## src/crp_consts.svh

```systemverilog
// constants for the code read-out protection block
`ifndef CRP_CONSTS_SVH
`define CRP_CONSTS_SVH
// key table and code image sizes
`define CRP_KEY_BYTES    32
`define CRP_CODE_BYTES   4096
`define CRP_KEY_ERASED   8'hFF
// mask image option addresses
`define CRP_IMG_KEY_BASE 13'h1000
`define CRP_IMG_SEC      13'h1020
`define CRP_IMG_WDOG     13'h1030
`define CRP_IMG_RELOAD   13'h1032
// option field positions
`define CRP_SEC1_BIT     0
`define CRP_SEC2_BIT     1
`define CRP_WD_PRE_HI    7
`define CRP_WD_PRE_LO    5
`define CRP_WD_MOD_BIT   0
// boot walk indices
`define CRP_BOOT_SEC_IDX 6'h20
`define CRP_BOOT_WD_IDX  6'h21
`define CRP_BOOT_LAST    6'h22
// register offsets
`define CRP_REG_ADDR_LO  4'h0
`define CRP_REG_ADDR_HI  4'h1
`define CRP_REG_WDATA    4'h2
`define CRP_REG_CMD      4'h3
`define CRP_REG_RDATA    4'h4
`define CRP_REG_STATUS   4'h5
`define CRP_REG_KEY_IDX  4'h6
// command codes
`define CRP_CMD_PROG     8'h01
`define CRP_CMD_KEY      8'h02
`define CRP_CMD_SEC1     8'h03
`define CRP_CMD_SEC2     8'h04
`define CRP_CMD_VERIFY   8'h05
// status bits
`define CRP_ST_REFUSED   3
`endif

```

## src/crp_pkg.sv

```systemverilog
// types of the code read-out protection block
package crp_pkg;
    typedef enum logic [1:0] {CRP_BOOT_REQ, CRP_BOOT_CAP, CRP_IDLE, CRP_VCAP} crp_state_type;
    typedef enum logic [1:0] {CRP_OPT_SEC, CRP_OPT_WDOG, CRP_OPT_RELOAD, CRP_OPT_NONE} crp_opt_type;
endpackage

```

## src/crp_link_if.sv

```systemverilog
// link between protection control, key table and option unit
`timescale 1ns/10ps
interface crp_link_if;
    logic                 key_we;    // key byte write
    logic [4:0]           key_widx;  // key byte index
    logic [7:0]           key_wdata; // key byte value
    logic [4:0]           enc_idx;   // key byte for this read
    logic [7:0]           plain;     // plain code byte
    logic [7:0]           cipher;    // encrypted code byte
    logic                 opt_load;  // option byte strobe
    crp_pkg::crp_opt_type opt_sel;   // which option byte
    logic [7:0]           opt_data;  // option byte value
    logic                 sec1_prog; // program security bit one
    logic                 sec2_prog; // program security bit two
    logic                 sec1;      // security bit one set
    logic                 sec2;      // security bit two set
    logic [2:0]           wd_pre;    // watchdog prescale preset
    logic                 wd_mod;    // watchdog mode preset
    logic [7:0]           wd_reload; // watchdog autoload preset
    modport ctl (output key_we, key_widx, key_wdata, enc_idx, plain, opt_load, opt_sel, opt_data,
                 sec1_prog, sec2_prog, input cipher, sec1, sec2, wd_pre, wd_mod, wd_reload);
    modport key (input key_we, key_widx, key_wdata, enc_idx, plain, output cipher);
    modport opt (input opt_load, opt_sel, opt_data, sec1_prog, sec2_prog,
                 output sec1, sec2, wd_pre, wd_mod, wd_reload);
endinterface

```

## src/crp_key_table.sv

```systemverilog
// key table with an encrypt-only output
`timescale 1ns/10ps
`include "crp_consts.svh"
module crp_key_table #(
    parameter int KEY_BYTES = `CRP_KEY_BYTES
) (
    input wire logic clk,
    input wire logic rst,
    crp_link_if.key  lnk
);
    // index width is fixed at five bits
    if (KEY_BYTES != 32) begin : g_bad_size
        $error("crp_key_table: KEY_BYTES must be 32");
    end
    logic [7:0] key_ff [KEY_BYTES]; // key bytes, erased to all ones
    always_ff @(posedge clk or posedge rst) begin
        if (rst) begin
            for (int i = 0; i < KEY_BYTES; i++) key_ff[i] <= `CRP_KEY_ERASED;
        end else if (lnk.key_we) begin
            key_ff[lnk.key_widx] <= lnk.key_wdata;
        end
    end
    // key only leaves mixed into code
    assign lnk.cipher = ~(lnk.plain ^ key_ff[lnk.enc_idx]);
    chk_cipher_xnor: assert property (@(posedge clk) disable iff (rst)
        lnk.key_we ##1 (lnk.enc_idx == $past(lnk.key_widx) && !lnk.key_we)
        |-> lnk.cipher == ~(lnk.plain ^ $past(lnk.key_wdata)))
        else $error("cipher is not xnor of key byte");
endmodule // crp_key_table

```

## src/crp_option_unit.sv

```systemverilog
// security bits and watchdog option presets
`timescale 1ns/10ps
`include "crp_consts.svh"
module crp_option_unit (
    input wire logic clk,
    input wire logic rst,
    crp_link_if.opt  lnk
);
    logic       sec1_ff;   // security bit one
    logic       sec2_ff;   // security bit two
    logic [2:0] pre_ff;    // watchdog prescale preset
    logic       mod_ff;    // watchdog mode preset
    logic [7:0] reload_ff; // watchdog autoload preset
    // one-time bits, never cleared by software
    always_ff @(posedge clk or posedge rst) begin
        if (rst) begin
            sec1_ff <= 1'b0;
            sec2_ff <= 1'b0;
        end else if (lnk.opt_load && lnk.opt_sel == crp_pkg::CRP_OPT_SEC) begin
            sec1_ff <= ~lnk.opt_data[`CRP_SEC1_BIT];
            sec2_ff <= ~lnk.opt_data[`CRP_SEC2_BIT];
        end else begin
            if (lnk.sec1_prog) sec1_ff <= 1'b1;
            if (lnk.sec2_prog) sec2_ff <= 1'b1;
        end
    end
    always_ff @(posedge clk or posedge rst) begin
        if (rst) begin
            pre_ff <= 3'h0;
            mod_ff <= 1'b0;
        end else if (lnk.opt_load && lnk.opt_sel == crp_pkg::CRP_OPT_WDOG) begin
            pre_ff <= lnk.opt_data[`CRP_WD_PRE_HI:`CRP_WD_PRE_LO];
            mod_ff <= lnk.opt_data[`CRP_WD_MOD_BIT];
        end
    end
    always_ff @(posedge clk or posedge rst) begin
        if (rst) reload_ff <= 8'h00;
        else if (lnk.opt_load && lnk.opt_sel == crp_pkg::CRP_OPT_RELOAD) reload_ff <= lnk.opt_data;
    end
    assign lnk.sec1      = sec1_ff;
    assign lnk.sec2      = sec2_ff;
    assign lnk.wd_pre    = pre_ff;
    assign lnk.wd_mod    = mod_ff;
    assign lnk.wd_reload = reload_ff;
    chk_sec_option: assert property (@(posedge clk) disable iff (rst)
        lnk.opt_load && lnk.opt_sel == crp_pkg::CRP_OPT_SEC
        |=> sec1_ff == !$past(lnk.opt_data[0]) && sec2_ff == !$past(lnk.opt_data[1]))
        else $error("security option bits decoded wrongly");
endmodule // crp_option_unit

```

## src/crp_top.sv

```systemverilog
// code read-out protection: encrypted verify, security bits, option load
//
// The address-and-strobe port and the address map are this design's own decisions.
`timescale 1ns/10ps
`include "crp_consts.svh"
module crp_top #(
    parameter bit MASK_ROM   = 1'b0,
    parameter int CODE_BYTES = `CRP_CODE_BYTES
) (
    input  wire logic        clk,
    input  wire logic        rst,
    input  wire logic [3:0]  reg_addr,
    input  wire logic [7:0]  reg_wdata,
    input  wire logic        reg_wr,
    input  wire logic        reg_rd,
    output logic      [7:0]  reg_rdata,
    output logic             mem_rd,
    output logic             mem_wr,
    output logic      [12:0] mem_addr,
    output logic      [7:0]  mem_wdata,
    input  wire logic [7:0]  mem_rdata,
    input  wire logic        cpu_rd,
    input  wire logic [11:0] cpu_addr,
    output logic      [7:0]  cpu_rdata,
    output logic             cpu_rvalid,
    input  wire logic        table_ext_req,
    output logic             table_ext_grant,
    output logic      [2:0]  watchdog_prescale_select,
    output logic             watchdog_mode_select,
    output logic             watchdog_run_control,
    output logic             watchdog_overflow_flag,
    output logic      [7:0]  watchdog_autoload_value
);
    // the image holds no more than the user program
    if (CODE_BYTES < 1 || CODE_BYTES > `CRP_CODE_BYTES) begin : g_bad_code
        $error("crp_top: CODE_BYTES must lie in 1..4096");
    end

    crp_pkg::crp_state_type state_ff;     // sequencer state
    crp_pkg::crp_state_type nxt_state;    // next sequencer state
    logic [11:0]            addr_ff;      // programmer address
    logic [7:0]             wdata_ff;     // programmer write data
    logic [7:0]             rdata_ff;     // last encrypted verify byte
    logic                   rvalid_ff;    // verify byte waiting
    logic [4:0]             enc_idx_ff;   // next key byte to apply
    logic [5:0]             boot_idx_ff;  // option image walk position
    logic                   pend_ff;      // memory command waiting
    logic                   pend_wr_ff;   // waiting command is a write
    logic                   refused_ff;   // sticky refused command
    logic                   key_set_ff;   // key table has been written
    logic                   cpu_pend_ff;  // processor read in flight
    logic                   cpu_rvalid_ff;// processor byte ready
    logic [7:0]             cpu_rdata_ff; // processor byte
    logic [7:0]             reg_rdata_ff; // register read data
    logic                   busy;         // sequencer occupied
    logic                   cmd_wr;       // command register written
    logic                   cmd_ok;       // command may proceed
    logic                   cmd_go;       // accepted command
    logic                   issue;        // waiting command reaches memory
    logic                   boot_cap;     // option byte arrives
    logic                   idx_clr;      // key index reset by software

    crp_link_if lnk ();

    crp_key_table #(
        .KEY_BYTES (`CRP_KEY_BYTES)
    ) u_key (
        .clk (clk),
        .rst (rst),
        .lnk (lnk.key)
    );

    crp_option_unit u_opt (
        .clk (clk),
        .rst (rst),
        .lnk (lnk.opt)
    );

    // image address of each option walk step
    function automatic logic [12:0] boot_addr(input logic [5:0] idx);
        case (idx)
            `CRP_BOOT_SEC_IDX: boot_addr = `CRP_IMG_SEC;
            `CRP_BOOT_WD_IDX:  boot_addr = `CRP_IMG_WDOG;
            `CRP_BOOT_LAST:    boot_addr = `CRP_IMG_RELOAD;
            default:           boot_addr = `CRP_IMG_KEY_BASE + {8'h00, idx[4:0]};
        endcase
    endfunction

    // address lies inside the user program
    function automatic logic in_code(input logic [11:0] a);
        in_code = (32'(a) < CODE_BYTES);
    endfunction

    assign busy     = pend_ff || (state_ff != crp_pkg::CRP_IDLE);
    assign cmd_wr   = reg_wr && (reg_addr == `CRP_REG_CMD);
    assign cmd_go   = cmd_wr && cmd_ok;
    assign issue    = !cpu_rd && pend_ff && (state_ff == crp_pkg::CRP_IDLE);
    assign boot_cap = (state_ff == crp_pkg::CRP_BOOT_CAP);
    assign idx_clr  = reg_wr && (reg_addr == `CRP_REG_KEY_IDX);

    // command acceptance
    always_comb begin
        cmd_ok = 1'b0;
        if (!busy) begin
            case (reg_wdata)
                // code writes only when open and in range
                `CRP_CMD_PROG:   cmd_ok = !MASK_ROM && !lnk.sec1 && in_code(addr_ff);
                // key frozen once bit one is set
                `CRP_CMD_KEY:    cmd_ok = !MASK_ROM && !lnk.sec1;
                // security bits accepted in any order
                `CRP_CMD_SEC1:   cmd_ok = !MASK_ROM;
                `CRP_CMD_SEC2:   cmd_ok = !MASK_ROM;
                // verify depends on bit two only
                `CRP_CMD_VERIFY: cmd_ok = !lnk.sec2 && in_code(addr_ff);
                default:         cmd_ok = 1'b0;
            endcase
        end
    end

    // key table and option unit strobes
    always_comb begin
        // mask key bytes come from the image walk
        lnk.key_we    = (boot_cap && boot_idx_ff < `CRP_BOOT_SEC_IDX) || (cmd_go && reg_wdata == `CRP_CMD_KEY);
        lnk.key_widx  = boot_cap ? boot_idx_ff[4:0] : addr_ff[4:0];
        lnk.key_wdata = boot_cap ? mem_rdata : wdata_ff;
        lnk.enc_idx   = enc_idx_ff;
        lnk.plain     = mem_rdata;
        lnk.opt_load  = boot_cap && boot_idx_ff >= `CRP_BOOT_SEC_IDX;
        lnk.opt_data  = mem_rdata;
        lnk.sec1_prog = cmd_go && reg_wdata == `CRP_CMD_SEC1;
        lnk.sec2_prog = cmd_go && reg_wdata == `CRP_CMD_SEC2;
        case (boot_idx_ff)
            `CRP_BOOT_SEC_IDX: lnk.opt_sel = crp_pkg::CRP_OPT_SEC;
            `CRP_BOOT_WD_IDX:  lnk.opt_sel = crp_pkg::CRP_OPT_WDOG;
            `CRP_BOOT_LAST:    lnk.opt_sel = crp_pkg::CRP_OPT_RELOAD;
            default:           lnk.opt_sel = crp_pkg::CRP_OPT_NONE;
        endcase
    end

    // memory port: processor first, then option walk, then programmer
    always_comb begin
        mem_rd   = 1'b0;
        mem_wr   = 1'b0;
        mem_addr = 13'h0000;
        if (cpu_rd) begin
            mem_rd   = 1'b1;
            mem_addr = {1'b0, cpu_addr};
        end else if (state_ff == crp_pkg::CRP_BOOT_REQ) begin
            mem_rd   = 1'b1;
            mem_addr = boot_addr(boot_idx_ff);
        end else if (issue) begin
            mem_rd   = !pend_wr_ff;
            mem_wr   = pend_wr_ff;
            mem_addr = {1'b0, addr_ff};
        end
    end
    assign mem_wdata = wdata_ff;

    // sequencer next state
    always_comb begin
        nxt_state = state_ff;
        case (state_ff)
            crp_pkg::CRP_BOOT_REQ: begin
                if (!cpu_rd) nxt_state = crp_pkg::CRP_BOOT_CAP;
            end
            crp_pkg::CRP_BOOT_CAP: begin
                if (boot_idx_ff == `CRP_BOOT_LAST) nxt_state = crp_pkg::CRP_IDLE;
                else nxt_state = crp_pkg::CRP_BOOT_REQ;
            end
            crp_pkg::CRP_IDLE: begin
                if (issue && !pend_wr_ff) nxt_state = crp_pkg::CRP_VCAP;
            end
            crp_pkg::CRP_VCAP: begin
                nxt_state = crp_pkg::CRP_IDLE;
            end
            default: begin
                nxt_state = crp_pkg::CRP_IDLE;
            end
        endcase
    end

    // sequencer state; mask parts walk the option image first
    always_ff @(posedge clk or posedge rst) begin
        if (rst) state_ff <= MASK_ROM ? crp_pkg::CRP_BOOT_REQ : crp_pkg::CRP_IDLE;
        else state_ff <= nxt_state;
    end

    // option walk position
    always_ff @(posedge clk or posedge rst) begin
        if (rst) boot_idx_ff <= 6'h00;
        else if (boot_cap) boot_idx_ff <= boot_idx_ff + 6'h01;
    end

    // programmer address and data registers
    always_ff @(posedge clk or posedge rst) begin
        if (rst) begin
            addr_ff  <= 12'h000;
            wdata_ff <= 8'h00;
        end else if (reg_wr) begin
            if (reg_addr == `CRP_REG_ADDR_LO) addr_ff[7:0] <= reg_wdata;
            if (reg_addr == `CRP_REG_ADDR_HI) addr_ff[11:8] <= reg_wdata[3:0];
            if (reg_addr == `CRP_REG_WDATA) wdata_ff <= reg_wdata;
        end
    end

    // waiting memory command, held while the processor reads
    always_ff @(posedge clk or posedge rst) begin
        if (rst) begin
            pend_ff    <= 1'b0;
            pend_wr_ff <= 1'b0;
        end else if (cmd_go && (reg_wdata == `CRP_CMD_PROG || reg_wdata == `CRP_CMD_VERIFY)) begin
            pend_ff    <= 1'b1;
            pend_wr_ff <= (reg_wdata == `CRP_CMD_PROG);
        end else if (issue) begin
            pend_ff    <= 1'b0;
        end
    end

    // verify hands out the encrypted byte only
    always_ff @(posedge clk or posedge rst) begin
        if (rst) rdata_ff <= 8'h00;
        else if (state_ff == crp_pkg::CRP_VCAP) rdata_ff <= lnk.cipher;
    end

    // verify byte waiting; a new byte wins over the read clear
    always_ff @(posedge clk or posedge rst) begin
        if (rst) rvalid_ff <= 1'b0;
        else if (state_ff == crp_pkg::CRP_VCAP) rvalid_ff <= 1'b1;
        else if (reg_rd && reg_addr == `CRP_REG_RDATA) rvalid_ff <= 1'b0;
    end

    // key index steps per read and wraps
    always_ff @(posedge clk or posedge rst) begin
        if (rst) enc_idx_ff <= 5'h00;
        else if (idx_clr) enc_idx_ff <= 5'h00;
        else if (state_ff == crp_pkg::CRP_VCAP) enc_idx_ff <= enc_idx_ff + 5'h01;
    end

    // refused flag; a new refusal wins over the clear
    always_ff @(posedge clk or posedge rst) begin
        if (rst) refused_ff <= 1'b0;
        else if (cmd_wr && !cmd_ok) refused_ff <= 1'b1;
        else if (reg_wr && reg_addr == `CRP_REG_STATUS && reg_wdata[`CRP_ST_REFUSED]) refused_ff <= 1'b0;
    end

    // key table has been loaded
    always_ff @(posedge clk or posedge rst) begin
        if (rst) key_set_ff <= 1'b0;
        else if (lnk.key_we) key_set_ff <= 1'b1;
    end

    // processor bytes bypass the key entirely
    always_ff @(posedge clk or posedge rst) begin
        if (rst) begin
            cpu_pend_ff   <= 1'b0;
            cpu_rvalid_ff <= 1'b0;
            cpu_rdata_ff  <= 8'h00;
        end else begin
            cpu_pend_ff   <= cpu_rd;
            cpu_rvalid_ff <= cpu_pend_ff;
            if (cpu_pend_ff) cpu_rdata_ff <= mem_rdata;
        end
    end
    assign cpu_rdata  = cpu_rdata_ff;
    assign cpu_rvalid = cpu_rvalid_ff;

    // external table reads stop at bit one
    assign table_ext_grant = table_ext_req && !lnk.sec1;

    // watchdog presets; run and overflow are never preset
    assign watchdog_prescale_select = lnk.wd_pre;
    assign watchdog_mode_select     = lnk.wd_mod;
    assign watchdog_run_control     = 1'b0;
    assign watchdog_overflow_flag   = 1'b0;
    assign watchdog_autoload_value  = lnk.wd_reload;

    // register read mux, no key path
    always_ff @(posedge clk or posedge rst) begin
        if (rst) begin
            reg_rdata_ff <= 8'h00;
        end else if (reg_rd) begin
            case (reg_addr)
                `CRP_REG_ADDR_LO: reg_rdata_ff <= addr_ff[7:0];
                `CRP_REG_ADDR_HI: reg_rdata_ff <= {4'h0, addr_ff[11:8]};
                `CRP_REG_WDATA:   reg_rdata_ff <= wdata_ff;
                `CRP_REG_RDATA:   reg_rdata_ff <= rdata_ff;
                `CRP_REG_STATUS:  reg_rdata_ff <= {1'b0, rvalid_ff, !(state_ff inside {crp_pkg::CRP_BOOT_REQ,
                                                   crp_pkg::CRP_BOOT_CAP}), key_set_ff, refused_ff,
                                                   lnk.sec2, lnk.sec1, busy};
                `CRP_REG_KEY_IDX: reg_rdata_ff <= {3'h0, enc_idx_ff};
                default:          reg_rdata_ff <= 8'h00;
            endcase
        end else begin
            reg_rdata_ff <= 8'h00;
        end
    end
    assign reg_rdata = reg_rdata_ff;

    chk_table_gate: assert property (@(posedge clk) disable iff (rst)
        table_ext_grant |-> table_ext_req && !lnk.sec1)
        else $error("external table read granted while locked");
    chk_prog_refuse: assert property (@(posedge clk) disable iff (rst)
        cmd_wr && reg_wdata inside {`CRP_CMD_PROG, `CRP_CMD_KEY} && lnk.sec1
        |-> !lnk.key_we ##1 refused_ff && !(pend_ff && pend_wr_ff))
        else $error("programming taken while bit one set");
    chk_sec2_accept: assert property (@(posedge clk) disable iff (rst)
        cmd_wr && reg_wdata == `CRP_CMD_SEC2 && !busy && !MASK_ROM && lnk.sec1
        |=> lnk.sec2 && refused_ff == $past(refused_ff))
        else $error("bit two not taken after bit one");
    chk_verify_open: assert property (@(posedge clk) disable iff (rst)
        cmd_wr && reg_wdata == `CRP_CMD_VERIFY && !busy && !lnk.sec2 && in_code(addr_ff) && !cpu_rd
        |=> !cpu_rd |=> state_ff == crp_pkg::CRP_VCAP ##1 rvalid_ff)
        else $error("verify blocked with only bit one set");
    chk_verify_block: assert property (@(posedge clk) disable iff (rst)
        cmd_wr && reg_wdata == `CRP_CMD_VERIFY && lnk.sec2
        |=> refused_ff && !(pend_ff && !pend_wr_ff) ##1 state_ff != crp_pkg::CRP_VCAP)
        else $error("verify ran with bit two set");
    chk_key_order: assert property (@(posedge clk) disable iff (rst)
        state_ff == crp_pkg::CRP_VCAP && !idx_clr |=> enc_idx_ff == $past(enc_idx_ff) + 5'h01)
        else $error("key index did not step per read");
    chk_key_wrap: assert property (@(posedge clk) disable iff (rst)
        state_ff == crp_pkg::CRP_VCAP && enc_idx_ff == 5'h1F |=> enc_idx_ff == 5'h00)
        else $error("key index did not wrap to zero");
    chk_cpu_plain: assert property (@(posedge clk) disable iff (rst)
        cpu_rd |=> ##1 cpu_rvalid && cpu_rdata == $past(mem_rdata))
        else $error("processor byte altered");
    chk_boot_addr: assert property (@(posedge clk) disable iff (rst)
        state_ff == crp_pkg::CRP_BOOT_REQ && !cpu_rd && boot_idx_ff < `CRP_BOOT_SEC_IDX
        |-> mem_rd && mem_addr == `CRP_IMG_KEY_BASE + {8'h00, boot_idx_ff[4:0]})
        else $error("key image address wrong");
endmodule // crp_top

```

## config.mk

```make
export PLATFORM = sky130hd
export DESIGN_NAME = crp_top
export DESIGN_NICKNAME = d
export VERILOG_FILES = /design/src/crp_pkg.sv /design/src/crp_link_if.sv /design/src/crp_key_table.sv /design/src/crp_option_unit.sv /design/src/crp_top.sv
export VERILOG_INCLUDE_DIRS = /design/src
export SDC_FILE = /design/constraint.sdc
export NUM_CORES = 1
export LEC_CHECK = 0
export BUFFER_PORTS_ARGS = -buffer_cell sky130_fd_sc_hd__buf_4
export CORE_UTILIZATION = 35
export DETAILED_ROUTE_END_ITERATION = 8
export GPL_TIMING_DRIVEN = 0
export PLACE_DENSITY = 0.55
export SLEW_MARGIN = 40
export SYNTH_ARGS = -nofsm -noshare
export SYNTH_HDL_FRONTEND = slang
export SYNTH_HIERARCHICAL = 1
export SYNTH_SLANG_ARGS = --single-unit
```

## constraint.sdc

```tcl
create_clock -name clk -period 15.4 [get_ports clk]
set_input_delay 1.54 -clock clk [delete_from_list [all_inputs] [get_ports clk]]
set_output_delay 1.54 -clock clk [all_outputs]
set_load 0.1 [all_outputs]
```

==> results.tsv <==
stage	metric	value	unit
sta	setup_ws	10910	ps
place	gp_congestion	0.952	
floorplan	start_util	35.5	%
finish	drive_above_1_share	54.2	%
run_status	outcome	completed	
power_and_ir_drop	netSwitchingFraction	34.7	%
sta	setup_viol	0	
finish	final_common_cell	mux2_2	
yosys	syn_area_per_cell	13.1	um^2
floorplan	placementRows	79	
setup_path	cp_data_arrival_time	2950	ps
clocking	cts_buffers	37	
sta	finalHoldViolCount	0	
power_and_ir_drop	powerDensity	175	nW/um^2
detailed_routing	routedWlPerCell	24.8	um
setup_path	path_common_cell	buf_4	
yosys	ys_ff_latch	334	
yosys	synth_top_area_share	41.0	%
run	cap_violations	0	
clocking	cts.path.max_buffers	3	
sta	timing.final.crit_share	29.1	%
sta	final.setup.tns	0	ps
place	io_buffers	89	
sta	fin_skew	14.7	ps
clocking	cts_setup_buffers	0	
clocking	cts_max_level	2	
global_route	gr-usage-met1	28.4	%
setup_path	critPathBufInv	3	
yosys	yosys-top-cells-area	dfstp_2 (41%), mux2_2 (19%), dfrtp_1 (12%)	
yosys	synth_area_leader_cell	dfstp_2	
floorplan	chipHeight	219	um
detailed_routing	drt_pass1_iterations	5	
detailed_routing	drt_wl_total	50300	um
global_route	met2_usage	34.5	%
global_route	grt_max_degree	84	
setup_path	cp_slowest_cell	nor3_1	
setup_path	critPathMaxFanout	10	
detailed_routing	viasPerCell	5.36	
global_route	grt_pass1_vias	11100	
finish	antenna_cells	0	
finish	fin_nets	1438	
sta	rsz0062_at_grt	no	
floorplan	core-area	46500	um^2
yosys	synth.distinct_cells	65	
yosys	syn_area	16500	um^2
power_and_ir_drop	power.switching	1.17	mW
yosys	synth_seq_area_share	52.7	%
setup_path	crit_family	buffers and inverters	
sta	holdWs	374	ps
power_and_ir_drop	vdd_drop_max	0.0804	mV
clocking	cts_root_buf	clkbuf_16	
power_and_ir_drop	internal-power	2.20	mW
setup_path	path_class	primary input to output port	
clocking	clk_latency	560	ps
setup_path	critPathLaunchType	primary input	
setup_path	crit_path_cell_trace	buf_4 -> nor3_1 -> buf_2 -> a22oi_1 -> o21ai_0 -> buf_4	
clocking	tritoncts	done	
place	hpwl	36400	um
finish	final_cell_mix	mux2_2 (284), dfstp_2 (257), mux2i_1 (128)	
yosys	async_flop_share	100	%
power_and_ir_drop	power_frac_seq	41.4	%
sta	slew_headroom	45.7	%
yosys	synth_warnings	6	
worst_hold_path	hp-class	flop to flop	
place	dp_slack	10630	ps
detailed_routing	drt-initial-drc-count	697	
clocking	cts_sinks	334	
floorplan	die_x	219	um
setup_path	cp.required	13860	ps
detailed_routing	vias	10900	
global_route	busiest_layer	met2	
finish	layout.cells.non_filler	2031	
sta	worst_pin_slew	814	ps
global_route	antenna_found_initial	1	
yosys	synth-edff-count	0	
detailed_routing	final_antenna_net_count	0	
finish	final_util	41.4	%
sta	maxSlewViolCount	0	
setup_path	critPathCaptureType	output port	
sta	min_period	4490	ps
finish	area_delta_synth_final	16.9	%
place	dp_cells	1963	
setup_path	cpPeakStageDelay	410	ps
yosys	synth_flop_cell	dfstp_2	
sta	fmax	223	MHz
power_and_ir_drop	clkPwrFrac	26.8	%
clocking	cts_hold_buf	0	
global_route	grt_overflow	0	
global_route	met3_usage	4.12	%
floorplan	ios	93	
power_and_ir_drop	comb_power_share	31.8	%
clocking	cts-resized-gates	0	
floorplan	die_area	47900	um^2
yosys	synthCells	1262	
detailed_routing	drc_errors	0	
power_and_ir_drop	p_leak	8.00	nW
global_route	grt_use_total	21.3	%
global_route	grt_pass1_wl	74500	um
clocking	path_clk_slew	60	ps
## cells by family after synthesis
logic type      synth area share, %
xor+xnor                      0.904
fa+ha+maj                     0.380
mux                            29.1
flops                          52.7
simple gates                   9.14
other cells                  0.0228
buf+inv                        2.77
compound gates                 5.04
## power groups by stage
stage / sequential, mW / combinational, mW / clock, mW
after floorplan: 1.41 / 0.686 / 0
after global placement: 1.40 / 1.05 / 0
after detailed placement: 1.41 / 1.06 / 0
after CTS: 1.39 / 1.07 / 0.928
after global routing: 1.42 / 1.14 / 0.963
final: 1.39 / 1.07 / 0.901
## routing by layer
metal	wire length, um	part of all wire (%)
met1	22100	44
met2	23600	47
met3	2920	5.8
met4	1620	3.2
met5	0	0
## state kept, by name, indices dropped and copies added, names as in the netlist, 2 cells and up
register             flops
u_key/key_ff           256
addr_ff                 12
cpu_rdata                8
mem_wdata                8
rdata_ff                 8
reg_rdata                8
u_opt/lnk.wd_reload      8
boot_idx_ff              6
enc_idx_ff               5
u_opt/lnk.wd_pre         3
state_ff                 2
## synthesized netlist by cell type (12+ instances only)
cell type / n
a21oi_1: 31
a22oi_1: 41
buf_2: 19
buf_4: 16
clkbuf_1: 39
dfrtp_1: 77
dfstp_2: 257
inv_1: 15
mux2_1: 19
mux2_2: 284
mux2i_1: 128
nand2_1: 98
nand3_1: 29
nand4_1: 19
nor2_1: 22
nor2b_1: 12
o21ai_0: 15
xnor2_1: 13
## final cells by class
| type | count | area [um^2] |
|---|---|---|
| plain buffers | 80 | 403 |
| clock buffers | 56 | 1120 |
| multi-input cells | 834 | 7340 |
| repair buffers | 93 | 771 |
| clock inverters | 12 | 114 |
| fillers | 4370 | 27200 |
| flip-flops and latches | 334 | 8680 |
| well taps | 607 | 759 |
| inverters | 15 | 66.3 |
## stage by stage
stage	total power, mW	cell area (um^2)
final	3.37	19300
after global routing	3.52	19300
after CTS	3.39	19300
after detailed placement	2.47	18000
after global placement	2.44	17900
after floorplan	2.10	16500
## path summary, 6_finish.rpt
path | startpoint | end | slack [ps] | cells after the start
min reg2reg | cpu_pend_ff$_DFF_PP0_ | cpu_rvalid$_DFF_PP0_ | 370 | 0
max | cpu_rd | mem_addr[1] | 10910 | 6
max in group asynchronous | rst | u_key/key_ff[154]$_DFFE_PP1P_ | 13350 | 4
min | cpu_pend_ff$_DFF_PP0_ | cpu_rvalid$_DFF_PP0_ | 370 | 0
max reg2reg | state_ff[1]$_DFFE_PP1P_ | u_key/key_ff[129]$_DFFE_PP1P_ | 11940 | 7
min in group asynchronous | rst | cpu_rdata[3]$_DFFE_PP0P_ | 1060 | 2
Power figures use the tool's default switching activity.
